[config.mk]
export PLATFORM = sky130hd
export DESIGN_NAME = urx_receiver
export DESIGN_NICKNAME = d
export VERILOG_FILES = /design/src/urx_pkg.sv /design/src/urx_fifo.sv /design/src/urx_receiver.sv
export VERILOG_INCLUDE_DIRS = /design/src
export SDC_FILE = /design/constraint.sdc
export NUM_CORES = 1
export LEC_CHECK = 0
export ABC_AREA = 1
export BUFFER_PORTS_ARGS = -buffer_cell sky130_fd_sc_hd__buf_2
export CORE_ASPECT_RATIO = 0.8
export CORE_MARGIN = 5
export CORE_UTILIZATION = 30
export CTS_BUF_LIST = sky130_fd_sc_hd__clkbuf_16
export CTS_CLUSTER_DIAMETER = 40
export CTS_CLUSTER_SIZE = 25
export DETAILED_ROUTE_END_ITERATION = 6
export PLACE_DENSITY_LB_ADDON = 0.2
export SLEW_MARGIN = 20
export SYNTH_ARGS = -nofsm -noshare
export SYNTH_HDL_FRONTEND = slang
export SYNTH_HIERARCHICAL = 1
export SYNTH_SLANG_ARGS = --single-unit
[constraint.sdc]
create_clock -name ref_clk_i -period 6.9 [get_ports ref_clk_i]
set_clock_uncertainty 0.05 [all_clocks]
set_input_delay 0.345 -clock ref_clk_i [delete_from_list [all_inputs] [get_ports ref_clk_i]]
set_output_delay 0.345 -clock ref_clk_i [all_outputs]
set_load 0.005 [all_outputs]
[src/urx_consts.svh]
// register map, field positions, reset values and sampling counts
`ifndef URX_CONSTS_SVH
`define URX_CONSTS_SVH

// ==========================================================
// register byte offsets
`define URX_OFF_CTRL 8'h00
`define URX_OFF_STAT 8'h04
`define URX_OFF_DATA 8'h08
`define URX_OFF_BAUD 8'h0c

// ==========================================================
// control register fields
`define URX_CTRL_REN 0
`define URX_CTRL_NINE 1
`define URX_CTRL_PREN 2
`define URX_CTRL_PODD 3
`define URX_CTRL_RIE 4
`define URX_CTRL_RX8 5

// ==========================================================
// status register fields
`define URX_STAT_AVAIL 0
`define URX_STAT_OVR 1
`define URX_STAT_NF 2
`define URX_STAT_FERR 3
`define URX_STAT_PERR 4
`define URX_STAT_IDLE 5

// ==========================================================
// reset values and timing
`define URX_BAUD_RST 8'h81
`define URX_CLK_HZ 20000000
`define URX_SMP_A 4'd7
`define URX_SMP_B 4'd8
`define URX_DECIDE 4'd9
`define URX_TICK_LAST 4'd15
`define URX_LAST_BIT8 4'd7
`define URX_LAST_BIT9 4'd8

`endif

[src/urx_pkg.sv]
// types shared by the receiver files
package urx_pkg;
   // receiver frame states
   typedef enum logic [1:0] {ST_HUNT, ST_START, ST_DATA, ST_STOP} urx_state_e;
   // one received word, ninth bit on top
   typedef logic [8:0] urx_word_t;
endpackage

[src/urx_fifo.sv]
// two-entry receive word buffer held in flip-flops
`timescale 1ns/1ps
`default_nettype none
module urx_fifo
   import urx_pkg::*;
(
   // clock and reset
   input wire logic clk_i,
   input wire logic rst_n_i,
   // fill side
   input wire logic push_i,
   input wire urx_word_t wdata_i,
   // drain side
   input wire logic pop_i,
   output urx_word_t rdata_o,
   // fill level
   output logic full_o,
   output logic empty_o,
   output logic [1:0] count_o
);
   // ==========================================================
   // storage and pointers
   urx_word_t mem_q [2]; // entries
   logic wp_q; // write index
   logic rp_q; // read index
   logic [1:0] cnt_q; // occupancy
   logic do_push; // accepted push
   logic do_pop; // accepted pop

   // full and empty refuse the matching side
   assign do_push = push_i & (cnt_q != 2'd2);
   assign do_pop = pop_i & (cnt_q != 2'd0);

   // one write port per entry
   for (genvar i = 0; i < 2; i++) begin : g_ent
      always_ff @(posedge clk_i or negedge rst_n_i) begin
         if (!rst_n_i) begin
            mem_q[i] <= 9'h000;
         end else if (do_push && (wp_q == 1'(i))) begin
            mem_q[i] <= wdata_i;
         end
      end
   end

   // pointers and count
   always_ff @(posedge clk_i or negedge rst_n_i) begin
      if (!rst_n_i) begin
         wp_q <= 1'b0;
         rp_q <= 1'b0;
         cnt_q <= 2'd0;
      end else begin
         if (do_push) wp_q <= ~wp_q;
         if (do_pop) rp_q <= ~rp_q;
         cnt_q <= 2'(cnt_q + {1'b0, do_push} - {1'b0, do_pop});
      end
   end

   assign rdata_o = mem_q[rp_q];
   assign full_o = (cnt_q == 2'd2);
   assign empty_o = (cnt_q == 2'd0);
   assign count_o = cnt_q;
endmodule
`default_nettype wire

[src/urx_receiver.sv]
// asynchronous serial receive path with apb register slave
// Notes on behaviour
// - words of 8 or 9 bits, ninth kept apart
// - recovery at sixteen ticks per bit
// - bit level by majority of three samples
// - shift lsb first, shifter hidden from software
// - after stop sample move word to buffer
// - buffer holds two words, third assembles
// - third word on full buffer: drop, overrun
// - enable starts hunting for start bit
// - data available while buffer not empty
// - interrupt on transfer or overrun, if enabled
// - available clears: status then data read
// - overrun clears: status then data read
// - break gives zero word with framing error
// - after break wait for high line
// - idle low from start until stop
// - noise flagged with the word, no interrupt
// - noise clears: status then data read
// - one stop bit checked, zero is framing
// - parity error against selected parity type
//
// Design decisions made here: the placing of the registers and register access over APB.
`timescale 1ns/1ps
`default_nettype none
`include "urx_consts.svh"
module urx_receiver
   import urx_pkg::*;
(
   // clock and reset
   input wire logic ref_clk_i,
   input wire logic resetn_i,
   // apb slave
   input wire logic [7:0] paddr_i,
   input wire logic psel_i,
   input wire logic penable_i,
   input wire logic pwrite_i,
   input wire logic [31:0] pwdata_i,
   output logic [31:0] prdata_o,
   output logic pready_o,
   output logic pslverr_o,
   // serial line
   input wire logic rx_i,
   // interrupt request
   output logic irq_o
);
   // ==========================================================
   // reset release
   logic rst_meta_q; // first stage, read only by second
   logic rst_n_q; // synchronised reset

   // release through two flops, assert at once
   always_ff @(posedge ref_clk_i or negedge resetn_i) begin
      if (!resetn_i) begin
         rst_meta_q <= 1'b0;
         rst_n_q <= 1'b0;
      end else begin
         rst_meta_q <= 1'b1;
         rst_n_q <= rst_meta_q;
      end
   end

   // ==========================================================
   // apb decode
   logic acc; // access phase
   logic done; // completing edge
   logic hit_ctrl; // control hit
   logic hit_stat; // status hit
   logic hit_data; // data hit
   logic hit_baud; // divisor hit
   logic unmapped; // no register here
   logic stat_rd; // status read completes
   logic data_rd; // data read completes
   logic clr_seq; // data read after status
   logic [31:0] rd_mux; // read value

   assign acc = psel_i & penable_i;
   assign done = acc & pready_o;
   assign hit_ctrl = (paddr_i == `URX_OFF_CTRL);
   assign hit_stat = (paddr_i == `URX_OFF_STAT);
   assign hit_data = (paddr_i == `URX_OFF_DATA);
   assign hit_baud = (paddr_i == `URX_OFF_BAUD);
   assign unmapped = ~(hit_ctrl | hit_stat | hit_data | hit_baud);
   assign stat_rd = done & ~pwrite_i & hit_stat;
   assign data_rd = done & ~pwrite_i & hit_data;

   // ==========================================================
   // software controlled state
   logic ren_q; // receive_enable
   logic nine_q; // nine_bit_select
   logic pren_q; // parity_enable
   logic podd_q; // parity_type_select, 1 = odd
   logic rie_q; // rx_interrupt_enable
   logic [7:0] baud_q; // baud_divisor
   logic arm_q; // status seen, awaiting data read

   // writes take effect at the completing edge only
   always_ff @(posedge ref_clk_i or negedge rst_n_q) begin
      if (!rst_n_q) begin
         ren_q <= 1'b0;
         nine_q <= 1'b0;
         pren_q <= 1'b0;
         podd_q <= 1'b0;
         rie_q <= 1'b0;
         baud_q <= `URX_BAUD_RST;
      end else if (done && pwrite_i) begin
         if (hit_ctrl) begin
            ren_q <= pwdata_i[`URX_CTRL_REN];
            nine_q <= pwdata_i[`URX_CTRL_NINE];
            pren_q <= pwdata_i[`URX_CTRL_PREN];
            podd_q <= pwdata_i[`URX_CTRL_PODD];
            rie_q <= pwdata_i[`URX_CTRL_RIE];
         end
         if (hit_baud) baud_q <= pwdata_i[7:0];
      end
   end

   // two-step clear: status read arms, data read fires
   always_ff @(posedge ref_clk_i or negedge rst_n_q) begin
      if (!rst_n_q) begin
         arm_q <= 1'b0;
      end else if (stat_rd) begin
         arm_q <= 1'b1;
      end else if (data_rd) begin
         arm_q <= 1'b0;
      end
   end
   assign clr_seq = data_rd & arm_q;

   // ==========================================================
   // oversampling tick
   logic [7:0] div_q; // divisor count
   logic tick_q; // one pulse per sixteenth of a bit

   // tick rate is clock / (divisor + 1), sixteen per bit
   always_ff @(posedge ref_clk_i or negedge rst_n_q) begin
      if (!rst_n_q) begin
         div_q <= 8'h00;
         tick_q <= 1'b0;
      end else if (!ren_q) begin
         div_q <= 8'h00;
         tick_q <= 1'b0;
      end else if (div_q == baud_q) begin
         div_q <= 8'h00;
         tick_q <= 1'b1;
      end else begin
         div_q <= 8'(div_q + 8'd1);
         tick_q <= 1'b0;
      end
   end

   // ==========================================================
   // receive state machine
   urx_state_e st_q; // frame state
   logic rx_q; // registered line
   logic [3:0] tcnt_q; // tick within bit
   logic [3:0] bit_q; // data bit index
   logic [1:0] smp_q; // first two samples
   urx_word_t sh_q; // rx_shift_register, not mapped
   logic noise_q; // disagreement in frame
   logic wait_hi_q; // must see high before hunt
   logic idle_q; // rx_idle_flag
   logic maj; // voted level
   logic disagree; // samples differ
   logic decide; // decision tick
   logic frame_done; // stop bit decided
   logic [3:0] last_bit; // last data index
   urx_word_t word; // aligned word

   // third sample is the live line at the decision tick
   assign maj = (smp_q[0] & smp_q[1]) | (smp_q[0] & rx_q)
              | (smp_q[1] & rx_q);
   assign disagree = ~((smp_q[0] == smp_q[1]) & (smp_q[1] == rx_q));
   assign decide = tick_q & (tcnt_q == `URX_DECIDE);
   assign frame_done = decide & (st_q == ST_STOP);
   assign last_bit = nine_q ? `URX_LAST_BIT9 : `URX_LAST_BIT8;
   // eight-bit words sit one place high after eight shifts
   assign word = nine_q ? sh_q : {1'b0, sh_q[8:1]};

   // line input is synchronous, one register suffices
   always_ff @(posedge ref_clk_i or negedge rst_n_q) begin
      if (!rst_n_q) rx_q <= 1'b1;
      else rx_q <= rx_i;
   end

   // frame sequencing
   always_ff @(posedge ref_clk_i or negedge rst_n_q) begin
      if (!rst_n_q) begin
         st_q <= ST_HUNT;
         tcnt_q <= 4'd0;
         bit_q <= 4'd0;
         smp_q <= 2'b00;
         sh_q <= 9'h000;
         noise_q <= 1'b0;
         wait_hi_q <= 1'b1;
         idle_q <= 1'b1;
      end else if (!ren_q) begin
         // disabled: abandon frame, require high line later
         st_q <= ST_HUNT;
         wait_hi_q <= 1'b1;
         idle_q <= 1'b1;
      end else if (tick_q) begin
         case (st_q)
            ST_HUNT: begin
               if (rx_q) begin
                  wait_hi_q <= 1'b0;
               end else if (!wait_hi_q) begin
                  // falling edge: start bit begins
                  st_q <= ST_START;
                  tcnt_q <= 4'd1;
                  bit_q <= 4'd0;
                  noise_q <= 1'b0;
                  idle_q <= 1'b0;
               end
            end
            default: begin
               tcnt_q <= 4'(tcnt_q + 4'd1);
               if (tcnt_q == `URX_SMP_A || tcnt_q == `URX_SMP_B) begin
                  smp_q <= {smp_q[0], rx_q};
               end
               if (tcnt_q == `URX_DECIDE) begin
                  noise_q <= noise_q | disagree;
                  if (st_q == ST_START && maj) begin
                     // glitch, not a start bit
                     st_q <= ST_HUNT;
                     idle_q <= 1'b1;
                  end else if (st_q == ST_DATA) begin
                     sh_q <= {maj, sh_q[8:1]};
                  end else if (st_q == ST_STOP) begin
                     // one stop bit only; low stop blocks hunt
                     st_q <= ST_HUNT;
                     idle_q <= 1'b1;
                     wait_hi_q <= ~maj;
                  end
               end
               if (tcnt_q == `URX_TICK_LAST) begin
                  if (st_q == ST_START) begin
                     st_q <= ST_DATA;
                  end else if (st_q == ST_DATA) begin
                     bit_q <= 4'(bit_q + 4'd1);
                     if (bit_q == last_bit) st_q <= ST_STOP;
                  end
               end
            end
         endcase
      end
   end

   // ==========================================================
   // receive buffer
   urx_word_t head; // oldest word
   logic full; // both entries used
   logic empty; // nothing held
   logic [1:0] count; // occupancy
   logic push; // word accepted
   logic overrun; // word dropped

   assign push = frame_done & ~full;
   assign overrun = frame_done & full;

   urx_fifo u_fifo (
      .clk_i(ref_clk_i),
      .rst_n_i(rst_n_q),
      .push_i(push),
      .wdata_i(word),
      .pop_i(data_rd),
      .rdata_o(head),
      .full_o(full),
      .empty_o(empty),
      .count_o(count)
   );

   // ==========================================================
   // status flags, a set in the clearing cycle wins
   logic avail_q; // rx_data_available_flag
   logic ovr_q; // overrun_flag
   logic nf_q; // noise_flag
   logic fe_q; // framing_error_flag
   logic pe_q; // parity_error_flag

   // data available follows arrivals, drops once drained
   always_ff @(posedge ref_clk_i or negedge rst_n_q) begin
      if (!rst_n_q) avail_q <= 1'b0;
      else if (push) avail_q <= 1'b1;
      else if (clr_seq && count == 2'd1) avail_q <= 1'b0;
   end

   // overrun keeps buffer contents, only flags the loss
   always_ff @(posedge ref_clk_i or negedge rst_n_q) begin
      if (!rst_n_q) ovr_q <= 1'b0;
      else if (overrun) ovr_q <= 1'b1;
      else if (clr_seq) ovr_q <= 1'b0;
   end

   // per-word error flags rise with data available
   always_ff @(posedge ref_clk_i or negedge rst_n_q) begin
      if (!rst_n_q) begin
         nf_q <= 1'b0;
         fe_q <= 1'b0;
         pe_q <= 1'b0;
      end else if (push) begin
         nf_q <= nf_q | noise_q | disagree;
         fe_q <= fe_q | ~maj;
         pe_q <= pe_q | (pren_q & (^word ^ podd_q));
      end else if (clr_seq) begin
         nf_q <= 1'b0;
         fe_q <= 1'b0;
         pe_q <= 1'b0;
      end
   end

   // one-cycle request; noise has no source of its own
   always_ff @(posedge ref_clk_i or negedge rst_n_q) begin
      if (!rst_n_q) irq_o <= 1'b0;
      else irq_o <= rie_q & (push | overrun);
   end

   // ==========================================================
   // apb answer: one wait state, data captured on the edge that raises ready
   always_comb begin
      rd_mux = 32'h0000_0000;
      if (hit_ctrl) begin
         rd_mux[`URX_CTRL_REN] = ren_q;
         rd_mux[`URX_CTRL_NINE] = nine_q;
         rd_mux[`URX_CTRL_PREN] = pren_q;
         rd_mux[`URX_CTRL_PODD] = podd_q;
         rd_mux[`URX_CTRL_RIE] = rie_q;
         rd_mux[`URX_CTRL_RX8] = head[8] & ~empty;
      end else if (hit_stat) begin
         rd_mux[`URX_STAT_AVAIL] = avail_q;
         rd_mux[`URX_STAT_OVR] = ovr_q;
         rd_mux[`URX_STAT_NF] = nf_q;
         rd_mux[`URX_STAT_FERR] = fe_q;
         rd_mux[`URX_STAT_PERR] = pe_q;
         rd_mux[`URX_STAT_IDLE] = idle_q;
      end else if (hit_data) begin
         rd_mux[7:0] = empty ? 8'h00 : head[7:0];
      end else if (hit_baud) begin
         rd_mux[7:0] = baud_q;
      end
   end

   // ready rises in the second access cycle
   always_ff @(posedge ref_clk_i or negedge rst_n_q) begin
      if (!rst_n_q) begin
         pready_o <= 1'b0;
         pslverr_o <= 1'b0;
         prdata_o <= 32'h0000_0000;
      end else begin
         pready_o <= acc & ~pready_o;
         pslverr_o <= acc & ~pready_o & unmapped;
         if (acc && !pready_o) prdata_o <= pwrite_i ? 32'h0 : rd_mux;
      end
   end
endmodule
`default_nettype wire

==> flow_metrics.env, run 1 <==
export IMPL_outcome="completed"
export IMPL_clock_path_buffers=2
export IMPL_cts_resized=0
export IMPL_holdCritPathClass="input pin to register"
export IMPL_peakVddDrop_mv=0.108
export IMPL_ff2ff_path_depth=13
export IMPL_use_met2_pct=19.5
export IMPL_cp_max_fo=24
export IMPL_dieArea_sq_um=19200
export IMPL_die_h_microns=125
export IMPL_powerDensity_nw_per_um2=182
export IMPL_worst_pin_slew_ns=0.706
export IMPL_drc_errors=0
export IMPL_vias_per_cell=4.43
export IMPL_synthesis_area_sq_um=4950
export IMPL_muxShareOfSynthArea_pct=0.682
export IMPL_rsz0062_at_grt="no"
export IMPL_cts_made_buffers=9
export IMPL_routed_wl_microns=11400
export IMPL_p_leak_nw=2.91
export IMPL_io_pins=81
export IMPL_hold_buffers=1
export IMPL_root_buffer="clkbuf_16"
export IMPL_final_common_cell="nand2_1"
export IMPL_cts_tree="done"
export IMPL_timing_final_crit_share_pct=38.4
export IMPL_final_cells=897
export IMPL_row_count=42
export IMPL_die_w_microns=154
export IMPL_core_area_sq_um=16400
export IMPL_syn_inst=640
export IMPL_gp_congestion=0.773
export IMPL_syn2layout_area_growth_pct=10.8
export IMPL_post_cts_buffers=0
export IMPL_synth_adder_area_share_pct=2.27
export IMPL_drt_iter0_markers=189
export IMPL_hpwl_microns=8620
export IMPL_ys_seq_area_share_pct=44.6
export IMPL_hold_end="rx_q"
export IMPL_yosysWarnings=6
export IMPL_num_nets_final=727
export IMPL_worst_ep_arrival_time_ns=2.84
export IMPL_hold_viol=0
export IMPL_routedWlPerCell_microns=12.8
export IMPL_min_path_cells=1
export IMPL_worst_hold_slack_ns=0.0474
export IMPL_fin_crit_ns=2.65
export IMPL_final_util_pct=33.5
export IMPL_synth_top_family_by_area="simple AND/OR/NAND/NOR gates"
export IMPL_synth_compound_area_share_pct=8.36
export IMPL_top_usage_layer="met2"
export IMPL_worstSkewPairLatency_ns=0.35
export IMPL_grt_pass1_wl_microns=19400
export IMPL_worst_setup_path_type="register to register"
export IMPL_drv_slew=0
export IMPL_critPathLaunchType="register"
export IMPL_mostFrequentLayoutCells="nand2_1, dfrtp_1, inv_1"
export IMPL_required_ns=7.09
export IMPL_fmax_mhz=377
export IMPL_max_cap_violations=0
export IMPL_slew_headroom_pct=53.0
export IMPL_dpl_cell_count=880
export IMPL_synth_xor_area_share_pct=2.83
export IMPL_vias=3972
export IMPL_use_met1_pct=16.5
export IMPL_htree_num_levels=3
export IMPL_ys_ff_latch=88
export IMPL_postRouteAntennaNets=0
export IMPL_setup_viol_count_final=0
export IMPL_holdCritStartpoint="rx_i"
export IMPL_firstDrtPassIters=4
export IMPL_setup_tns_final_ns=0
export IMPL_end_kind="register"
export IMPL_path_clk_slew_ns=0.06
export IMPL_track_usage_pct=12.4
export IMPL_drive_gt1_share_pct=13.3
export IMPL_grt_antenna_before_repair=0
export IMPL_grt_pass1_vias=3993
export IMPL_cts_sinks=88
export IMPL_initial_core_util_pct=30.2
export IMPL_grt_max_degree=55
export IMPL_use_met3_pct=3.87
export IMPL_syn_avg_cell_area_sq_um=7.74
export IMPL_r2r_start="tcnt_q[1]"
export IMPL_grt_ovfl_total=0
export IMPL_regToRegEndpoint="u_fifo/count_o[1]"
export IMPL_p_total_uw=997
export IMPL_reg2reg_slack_ns=4.25
export IMPL_portBuffers=32
export IMPL_synth_simple_area_share_pct=29.8
export IMPL_diodes=0
export IMPL_synthDistinctLibCells=44
[through the flow]
stage / setup WS, ns / instance area [sq um]
after CTS: 4.27 / 5490
final: 4.25 / 5490
after detailed placement: 4.27 / 5210
after global routing: 4.04 / 5490
after global placement: 4.31 / 5210
after floorplan: 4.23 / 5040
[worst max path at each step]
stage,to,slack (ns),depth (start not counted),start
global placement,u_fifo/count_o[1],4.31,13,tcnt_q[1]
floorplan,arm_q,4.23,0,rst_n_q
detailed placement,u_fifo/count_o[1],4.27,13,tcnt_q[1]
CTS,u_fifo/count_o[1],4.27,13,tcnt_q[1]
finish,u_fifo/count_o[1],4.25,13,tcnt_q[1]
global route,u_fifo/count_o[1],4.04,13,tcnt_q[1]
[per-layer routing]
layer | vias to the layer above | routed length [microns]
met1 | 1820 | 5600
met4 | 0 | 144
met5 | - | 0
li1 | 2067 | -
met3 | 13 | 617
met2 | 72 | 5080
[sequential cells by signal, summed over array words and instances, names as in the netlist, 2 cells and up]
| register | flops |
|---|---|
| u_fifo/mem_q | 18 |
| sh_q | 9 |
| baud_q | 8 |
| div_q | 8 |
| prdata_o | 8 |
| bit_q | 4 |
| tcnt_q | 4 |
| smp_q | 2 |
| st_q | 2 |
| u_fifo/count_o | 2 |
[area by class of cell]
cell class	instances	area, sq um
clock buffers	9	225
clock inverters	7	40.0
fillers	1782	10900
inverters	76	288
multi-input cells	463	2270
flip-flops and latches	88	2210
well taps	220	275
repair buffers	34	178
[Yosys cell counts]
cell type / instances / area (sq um)
inv_1: 62 / 233
mux2_1: 2 / 22.5
nor3_2: 1 / 10.0
nand2_1: 228 / 856
inv_4: 1 / 6.26
buf_4: 26 / 195
clkinv_1: 1 / 3.75
a211oi_1: 1 / 7.51
nor2_2: 6 / 37.5
o21ai_1: 19 / 95.1
clkbuf_1: 1 / 3.75
nand4_1: 21 / 131
buf_6: 5 / 56.3
buf_2: 4 / 20.0
o31ai_1: 1 / 7.51
nand3b_1: 1 / 7.51
o21ai_2: 2 / 17.5
mux2_2: 1 / 11.3
nor2_1: 32 / 120
o21a_1: 1 / 7.51
nor3_4: 1 / 16.3
inv_2: 12 / 45.0
nand2_2: 6 / 37.5
o21ai_0: 21 / 105
nand4_2: 2 / 25.0
ha_1: 9 / 113
nor3_1: 4 / 20.0
a221oi_1: 1 / 8.76
a31o_2: 1 / 8.76
xnor2_1: 1 / 8.76
dfrtp_1: 83 / 2080
o211ai_1: 5 / 37.5
a31oi_1: 2 / 12.5
nand3_2: 2 / 20.0
conb_1: 2 / 7.51
nand3_4: 2 / 35.0
a21oi_1: 17 / 85.1
o22ai_1: 2 / 12.5
nand3_1: 27 / 135
o32ai_1: 1 / 8.76
nor4_1: 2 / 12.5
nor2_4: 1 / 11.3
xor2_1: 15 / 131
dfstp_2: 5 / 131
[logic make-up (layout without fill, tap and decap cells)]
kind of cell | count (synthesis) | after routing
AOI/OAI and AO/OA | 74 | 74
xor gates and xnor gates | 16 | 16
adders and majority gates | 9 | 9
buffers and inverters | 112 | 126
DFF | 88 | 88
muxes | 3 | 3
other | 2 | 25
and+or+nand+nor | 336 | 336
[power breakdown]
group / total, mW / internal, mW / switching [mW]
combinational: 0.0307 / 0.00886 / 0.0218
clock: 0.442 / 0.240 / 0.202
sequential: 0.524 / 0.519 / 0.00553
total: 0.997 / 0.768 / 0.229
[worst max-delay path, stage by stage (launching register included)]
cell	delay (ns)
dfrtp_1	0.39
inv_1	0.09
ha_1	0.14
nand3_1	0.22
nor3_2	0.25
inv_2	0.08
nor2_4	0.53
nand2_2	0.12
ha_1	0.31
inv_1	0.06
ha_1	0.15
inv_1	0.04
nand2_1	0.05
nand2_1	0.04
Note: power is estimated with default switching activity, not from simulation.
==> run 2: changes to the inputs <==
==> constraint.sdc (replaced) <==
create_clock -name ref_clk_i -period 2.3 [get_ports ref_clk_i]
set_clock_uncertainty 0.05 [all_clocks]
set_input_delay 0.115 -clock ref_clk_i [delete_from_list [all_inputs] [get_ports ref_clk_i]]
set_output_delay 0.115 -clock ref_clk_i [all_outputs]
set_load 0.005 [all_outputs]
==> flow_metrics.env, run 2 (same netlist as run 1, synthesis figures left out) <==
export IMPL_design_area_sq_um=5670
export IMPL_diodes=0
export IMPL_portBuffers=32
export IMPL_vias=4062
export IMPL_max_cap_violations=0
export IMPL_fmax_mhz=473
export IMPL_top_regs="u_fifo/mem_q: 18 flops, sh_q: 9 flops"
export IMPL_grt_pass1_vias=3907
export IMPL_multi_input_area_sq_um=2270
export IMPL_register_area_sq_um=2210
export IMPL_grt_pass1_wl_microns=19300
export IMPL_drv_slew=0
export IMPL_worst_ep_arrival_time_ns=2.33
export IMPL_postRouteAntennaNets=0
export IMPL_cp_max_fo=9
export IMPL_htree_num_levels=3
export IMPL_cts_sinks=88
export IMPL_drt_iter0_markers=215
export IMPL_wl_met2_microns=4990
export IMPL_initial_core_util_pct=30.2
export IMPL_setup_viol_count_final=0
export IMPL_grt_ovfl_total=0
export IMPL_die_h_microns=125
export IMPL_worst_setup_path_type="input pin to register"
export IMPL_routed_wl_microns=11400
export IMPL_holdCritPathClass="input pin to async pin"
export IMPL_gp_congestion=0.805
export IMPL_worst_hold_slack_ns=0.0320
export IMPL_fin_crit_ns=2.11
export IMPL_wl_met1_microns=5940
export IMPL_dieArea_sq_um=19200
export IMPL_io_pins=81
export IMPL_row_count=42
export IMPL_track_usage_pct=12.2
export IMPL_die_w_microns=154
export IMPL_pre_cts_ws_ns=0.264
export IMPL_firstDrtPassIters=5
export IMPL_cts_made_buffers=9
export IMPL_slew_headroom_pct=60.1
export IMPL_outcome="completed"
export IMPL_grt_max_degree=87
export IMPL_rsz0062_at_grt="no"
export IMPL_setup_slack_ns=0.185
export IMPL_mostFrequentLayoutCells="nand2_1, dfrtp_1, inv_1"
export IMPL_routed_wl_met3_microns=429
export IMPL_drc_errors=0
export IMPL_drive_gt1_share_pct=13.8
export IMPL_grt_antenna_before_repair=0
export IMPL_critPathLaunchType="input pin"
export IMPL_largest_reg_flops=18
export IMPL_routedWlPerCell_microns=12.5
export IMPL_final_common_cell="nand2_1"
export IMPL_powerDensity_nw_per_um2=527
export IMPL_root_buffer="clkbuf_16"
export IMPL_regMostFlops="u_fifo/mem_q"
export IMPL_maxUsedRoutingLayer="met4"
export IMPL_syn2layout_area_growth_pct=14.4
export IMPL_final_util_pct=34.6
export IMPL_fillers=1755
export IMPL_vias_per_cell=4.43
export IMPL_clock_path_buffers=2
export IMPL_worstSkewPairLatency_ns=0.34
export IMPL_hpwl_microns=8470
export IMPL_place_area_sq_um=5290
export IMPL_p_leak_nw=3.01
export IMPL_peakVddDrop_mv=0.346
export IMPL_end_kind="register"
export IMPL_required_ns=2.51
export IMPL_core_area_sq_um=16400
export IMPL_worst_pin_slew_ns=0.594
export IMPL_path_clk_slew_ns=0.06
export IMPL_num_nets_final=746
export IMPL_hold_viol=0
export IMPL_cts_tree="done"
export IMPL_timing_final_crit_share_pct=91.9
export IMPL_setup_tns_final_ns=0
-- run 2: cell types whose count changed in the layout (fill, tap and decap cells not counted), sizes merged --
cell         change
clkinvlp         -2
inv              +2
dlygate4sd3     +11
buf              +8
-- run 2: per-layer routing --
| layer | vias up | GRT usage (%) |
|---|---|---|
| met5 | - | 0 |
| met4 | 0 | 2.70 |
| met3 | 7 | 2.63 |
| met2 | 65 | 18.4 |
| met1 | 1884 | 17.9 |
| li1 | 2106 | - |
-- run 2: final cells by class --
class / instances / share of cell area [%]
sequential: 88 / 39.0
clock inverter: 7 / 0.552
clock buffer: 9 / 3.97
timing repair buffer: 53 / 6.36
multi-input combinational: 463 / 40.1
tap: 220 / 4.86
inverter: 76 / 5.08
-- run 2: what timing repair did --
action,in CTS,in global routing
hold buffers,12,0
hold endpoints to repair,13,0
endpoints found under the setup margin,0,2
buffers inserted,0,0
gates resized for setup,0,1
-- run 2: power breakdown --
group / internal, mW / switching, mW / leakage [nW]
Sequential: 1.56 / 0.00583 / 1.13
Clock: 0.713 / 0.589 / 0.132
Combinational: 0.0420 / 0.0782 / 1.75
Total: 2.31 / 0.673 / 3.01
-- run 2: path summary, 6_finish.rpt --
check / slack [ns] / depth (start not counted) / end / startpoint
setup / recovery: 0.19 / 11 / prdata_o[6] / penable_i
hold / removal: 0.03 / 2 / rst_n_q / resetn_i
setup reg to reg: 0.26 / 13 / u_fifo/count_o[1] / tcnt_q[1]
hold reg to reg: 0.31 / 0 / rst_n_q / rst_meta_q
max in group asynchronous: 1.49 / 1 / idle_q / rst_n_q
min in group ref_clk_i: 0.12 / 4 / arm_q / pwrite_i
-- run 2: stage by stage --
| stage | power (mW) | instances |
|---|---|---|
| final | 2.99 | 916 |
| after global routing | 3.11 | 916 |
| after CTS | 3.04 | 916 |
| after detailed placement | 1.70 | 888 |
| after global placement | 1.70 | 888 |
| after floorplan | 1.68 | 663 |
-- run 2: critical path: stages --
cell           delay (ns)
dlygate4sd3_1        0.52
buf_2                0.11
nand2_1              0.04
dlygate4sd3_1        0.56
nor2_2               0.14
inv_2                0.12
nor2_1               0.13
inv_1                0.13
nor3_2               0.23
nand2_1              0.09
o21ai_1              0.12
==> run 3: changes to the inputs <==
--- a/config.mk
+++ b/config.mk
@@ -10,12 +10,12 @@
 export BUFFER_PORTS_ARGS = -buffer_cell sky130_fd_sc_hd__buf_2
 export CORE_ASPECT_RATIO = 0.8
 export CORE_MARGIN = 5
-export CORE_UTILIZATION = 30
+export CORE_UTILIZATION = 25
 export CTS_BUF_LIST = sky130_fd_sc_hd__clkbuf_16
 export CTS_CLUSTER_DIAMETER = 40
 export CTS_CLUSTER_SIZE = 25
 export DETAILED_ROUTE_END_ITERATION = 6
-export PLACE_DENSITY_LB_ADDON = 0.2
+export PLACE_DENSITY = 0.41
 export SLEW_MARGIN = 20
 export SYNTH_ARGS = -nofsm -noshare
 export SYNTH_HDL_FRONTEND = slang
==> flow_metrics.env, run 3 (same netlist as run 1, synthesis figures left out) <==
export IMPL_die_h_microns=136
export IMPL_final_common_cell="nand2_1"
export IMPL_top_regs="u_fifo/mem_q: 18 flops, sh_q: 9 flops"
export IMPL_critPathLaunchType="input pin"
export IMPL_syn2layout_area_growth_pct=15.7
export IMPL_htree_num_levels=3
export IMPL_peakVddDrop_mv=0.315
export IMPL_fmax_mhz=471
export IMPL_grt_antenna_before_repair=0
export IMPL_setup_viol_count_final=0
export IMPL_fin_crit_ns=2.12
export IMPL_setup_slack_ns=0.179
export IMPL_firstDrtPassIters=5
export IMPL_required_ns=2.52
export IMPL_fillers=2167
export IMPL_num_nets_final=745
export IMPL_cp_slowest_cell="dlygate4sd3_1"
export IMPL_hold_viol=0
export IMPL_postRouteAntennaNets=0
export IMPL_root_buffer="clkbuf_16"
export IMPL_largest_reg_flops=18
export IMPL_worst_setup_path_type="input pin to register"
export IMPL_path_clk_slew_ns=0.06
export IMPL_slew_headroom_pct=60.8
export IMPL_holdCritPathClass="input pin to async pin"
export IMPL_drt_iter0_markers=284
export IMPL_max_cap_violations=0
export IMPL_grt_max_degree=87
export IMPL_worst_ep_arrival_time_ns=2.34
export IMPL_io_pins=81
export IMPL_drv_slew=0
export IMPL_worstSkewPairLatency_ns=0.35
export IMPL_hpwl_microns=8960
export IMPL_cp_max_fo=9
export IMPL_drive_gt1_share_pct=14.2
export IMPL_cts_tree="done"
export IMPL_grt_pass1_vias=4046
export IMPL_powerDensity_nw_per_um2=535
export IMPL_core_area_sq_um=19700
export IMPL_vias_per_cell=4.20
export IMPL_regMostFlops="u_fifo/mem_q"
export IMPL_mostFrequentLayoutCells="nand2_1, dfrtp_1, inv_1"
export IMPL_slowest_delay_ns=0.56
export IMPL_initial_core_util_pct=25.2
export IMPL_grt_pass1_wl_microns=20500
export IMPL_row_count=46
export IMPL_vias=4031
export IMPL_timing_final_crit_share_pct=92.2
export IMPL_p_leak_nw=3.01
export IMPL_cts_made_buffers=9
export IMPL_worst_pin_slew_ns=0.584
export IMPL_cts_sinks=88
export IMPL_track_usage_pct=11.2
export IMPL_outcome="completed"
export IMPL_routed_wl_microns=12200
export IMPL_portBuffers=32
export IMPL_grt_ovfl_total=0
export IMPL_drc_errors=0
export IMPL_p_total_mw=3.07
export IMPL_dieArea_sq_um=22800
export IMPL_end_kind="register"
export IMPL_post_cts_buffers=0
export IMPL_clock_path_buffers=2
export IMPL_diodes=0
export IMPL_routedWlPerCell_microns=12.8
export IMPL_gp_congestion=0.761
export IMPL_die_w_microns=167
export IMPL_pre_cts_ws_ns=0.274
export IMPL_path_cells="dlygate4sd3_1 -> buf_2 -> nand2_1 -> dlygate4sd3_1 -> nor2_2 -> inv_2 -> nor2_1 -> inv_1 -> nor3_2 -> nand2_1 -> o21ai_1"
run 3: changes by cell type in the layout (fill, tap and decap cells not counted):
| cell | before | now |
|---|---|---|
| buf_4 | 8 | 7 |
| clkinv_1 | 5 | 2 |
| clkinv_2 | 0 | 1 |
| clkinv_4 | 0 | 2 |
| clkinvlp_4 | 0 | 1 |
| inv_1 | 64 | 63 |
| inv_6 | 1 | 0 |
| inv_8 | 0 | 1 |
run 3: final timing paths:
kind                           start                 to  slack [ns]  cells after the start
min in group ref_clk_i      pwrite_i              arm_q        0.09                      4
setup reg to reg           tcnt_q[1]  u_fifo/count_o[1]        0.28                     13
hold / removal              resetn_i            rst_n_q        0.02                      2
max in group asynchronous    rst_n_q    u_fifo/mem_q[7]        1.44                      1
setup / recovery           penable_i        prdata_o[6]        0.18                     11
hold reg to reg              rst_n_q            sh_q[3]        0.24                      1
run 3: layout make-up:
cell class              instances  area (sq um)  share of cell area, %
clock buffers                   9           225                   3.93
well taps                     264           330                   5.76
clock inverters                 7          48.8                  0.851
inverters                      76           288                   5.02
flip-flops and latches         88          2210                   38.6
repair buffers                 52           353                   6.16
multi-input cells             463          2270                   39.7
run 3: critical path: cells and delay by family:
family / cells / cell delay (ns)
AOI/OAI and AO/OA: 1 / 0.12
buffers and inverters: 5 / 1.46
and+or+nand+nor: 5 / 0.65
run 3: per-layer routing:
metal / GRT usage (%) / wire length (microns)
met1: 15.6 / 6310
met2: 17.3 / 5190
met3: 2.70 / 572
met4: 3.11 / 162
met5: 0 / 0
run 3: through the flow:
| step | TNS, ns | utilization (%) | hold WS (ns) | std cells | area [sq um] |
|---|---|---|---|---|---|
| after floorplan | 0 | - | -0.231 | 663 | 5040 |
| after global placement | 0 | 27.1 | -0.149 | 931 | 5330 |
| after detailed placement | 0 | 27.1 | -0.147 | 931 | 5330 |
| after CTS | 0 | 29.1 | 0.00656 | 959 | 5730 |
| after global routing | -0.00686 | 29.1 | 0.0279 | 959 | 5730 |
| final | 0 | 29.1 | 0.0195 | 959 | 5730 |
run 3: where the power goes:
part	internal, mW	switching [mW]
Combinational	0.0419	0.0802
Sequential	1.56	0.00569
Clock	0.734	0.648
run 3: repair_timing:
item / CTS / global route
setup endpoints to repair: 0 / 2
hold buffers: 12 / 0
resized for setup: 0 / 1
hold endpoints to repair: 17 / 0
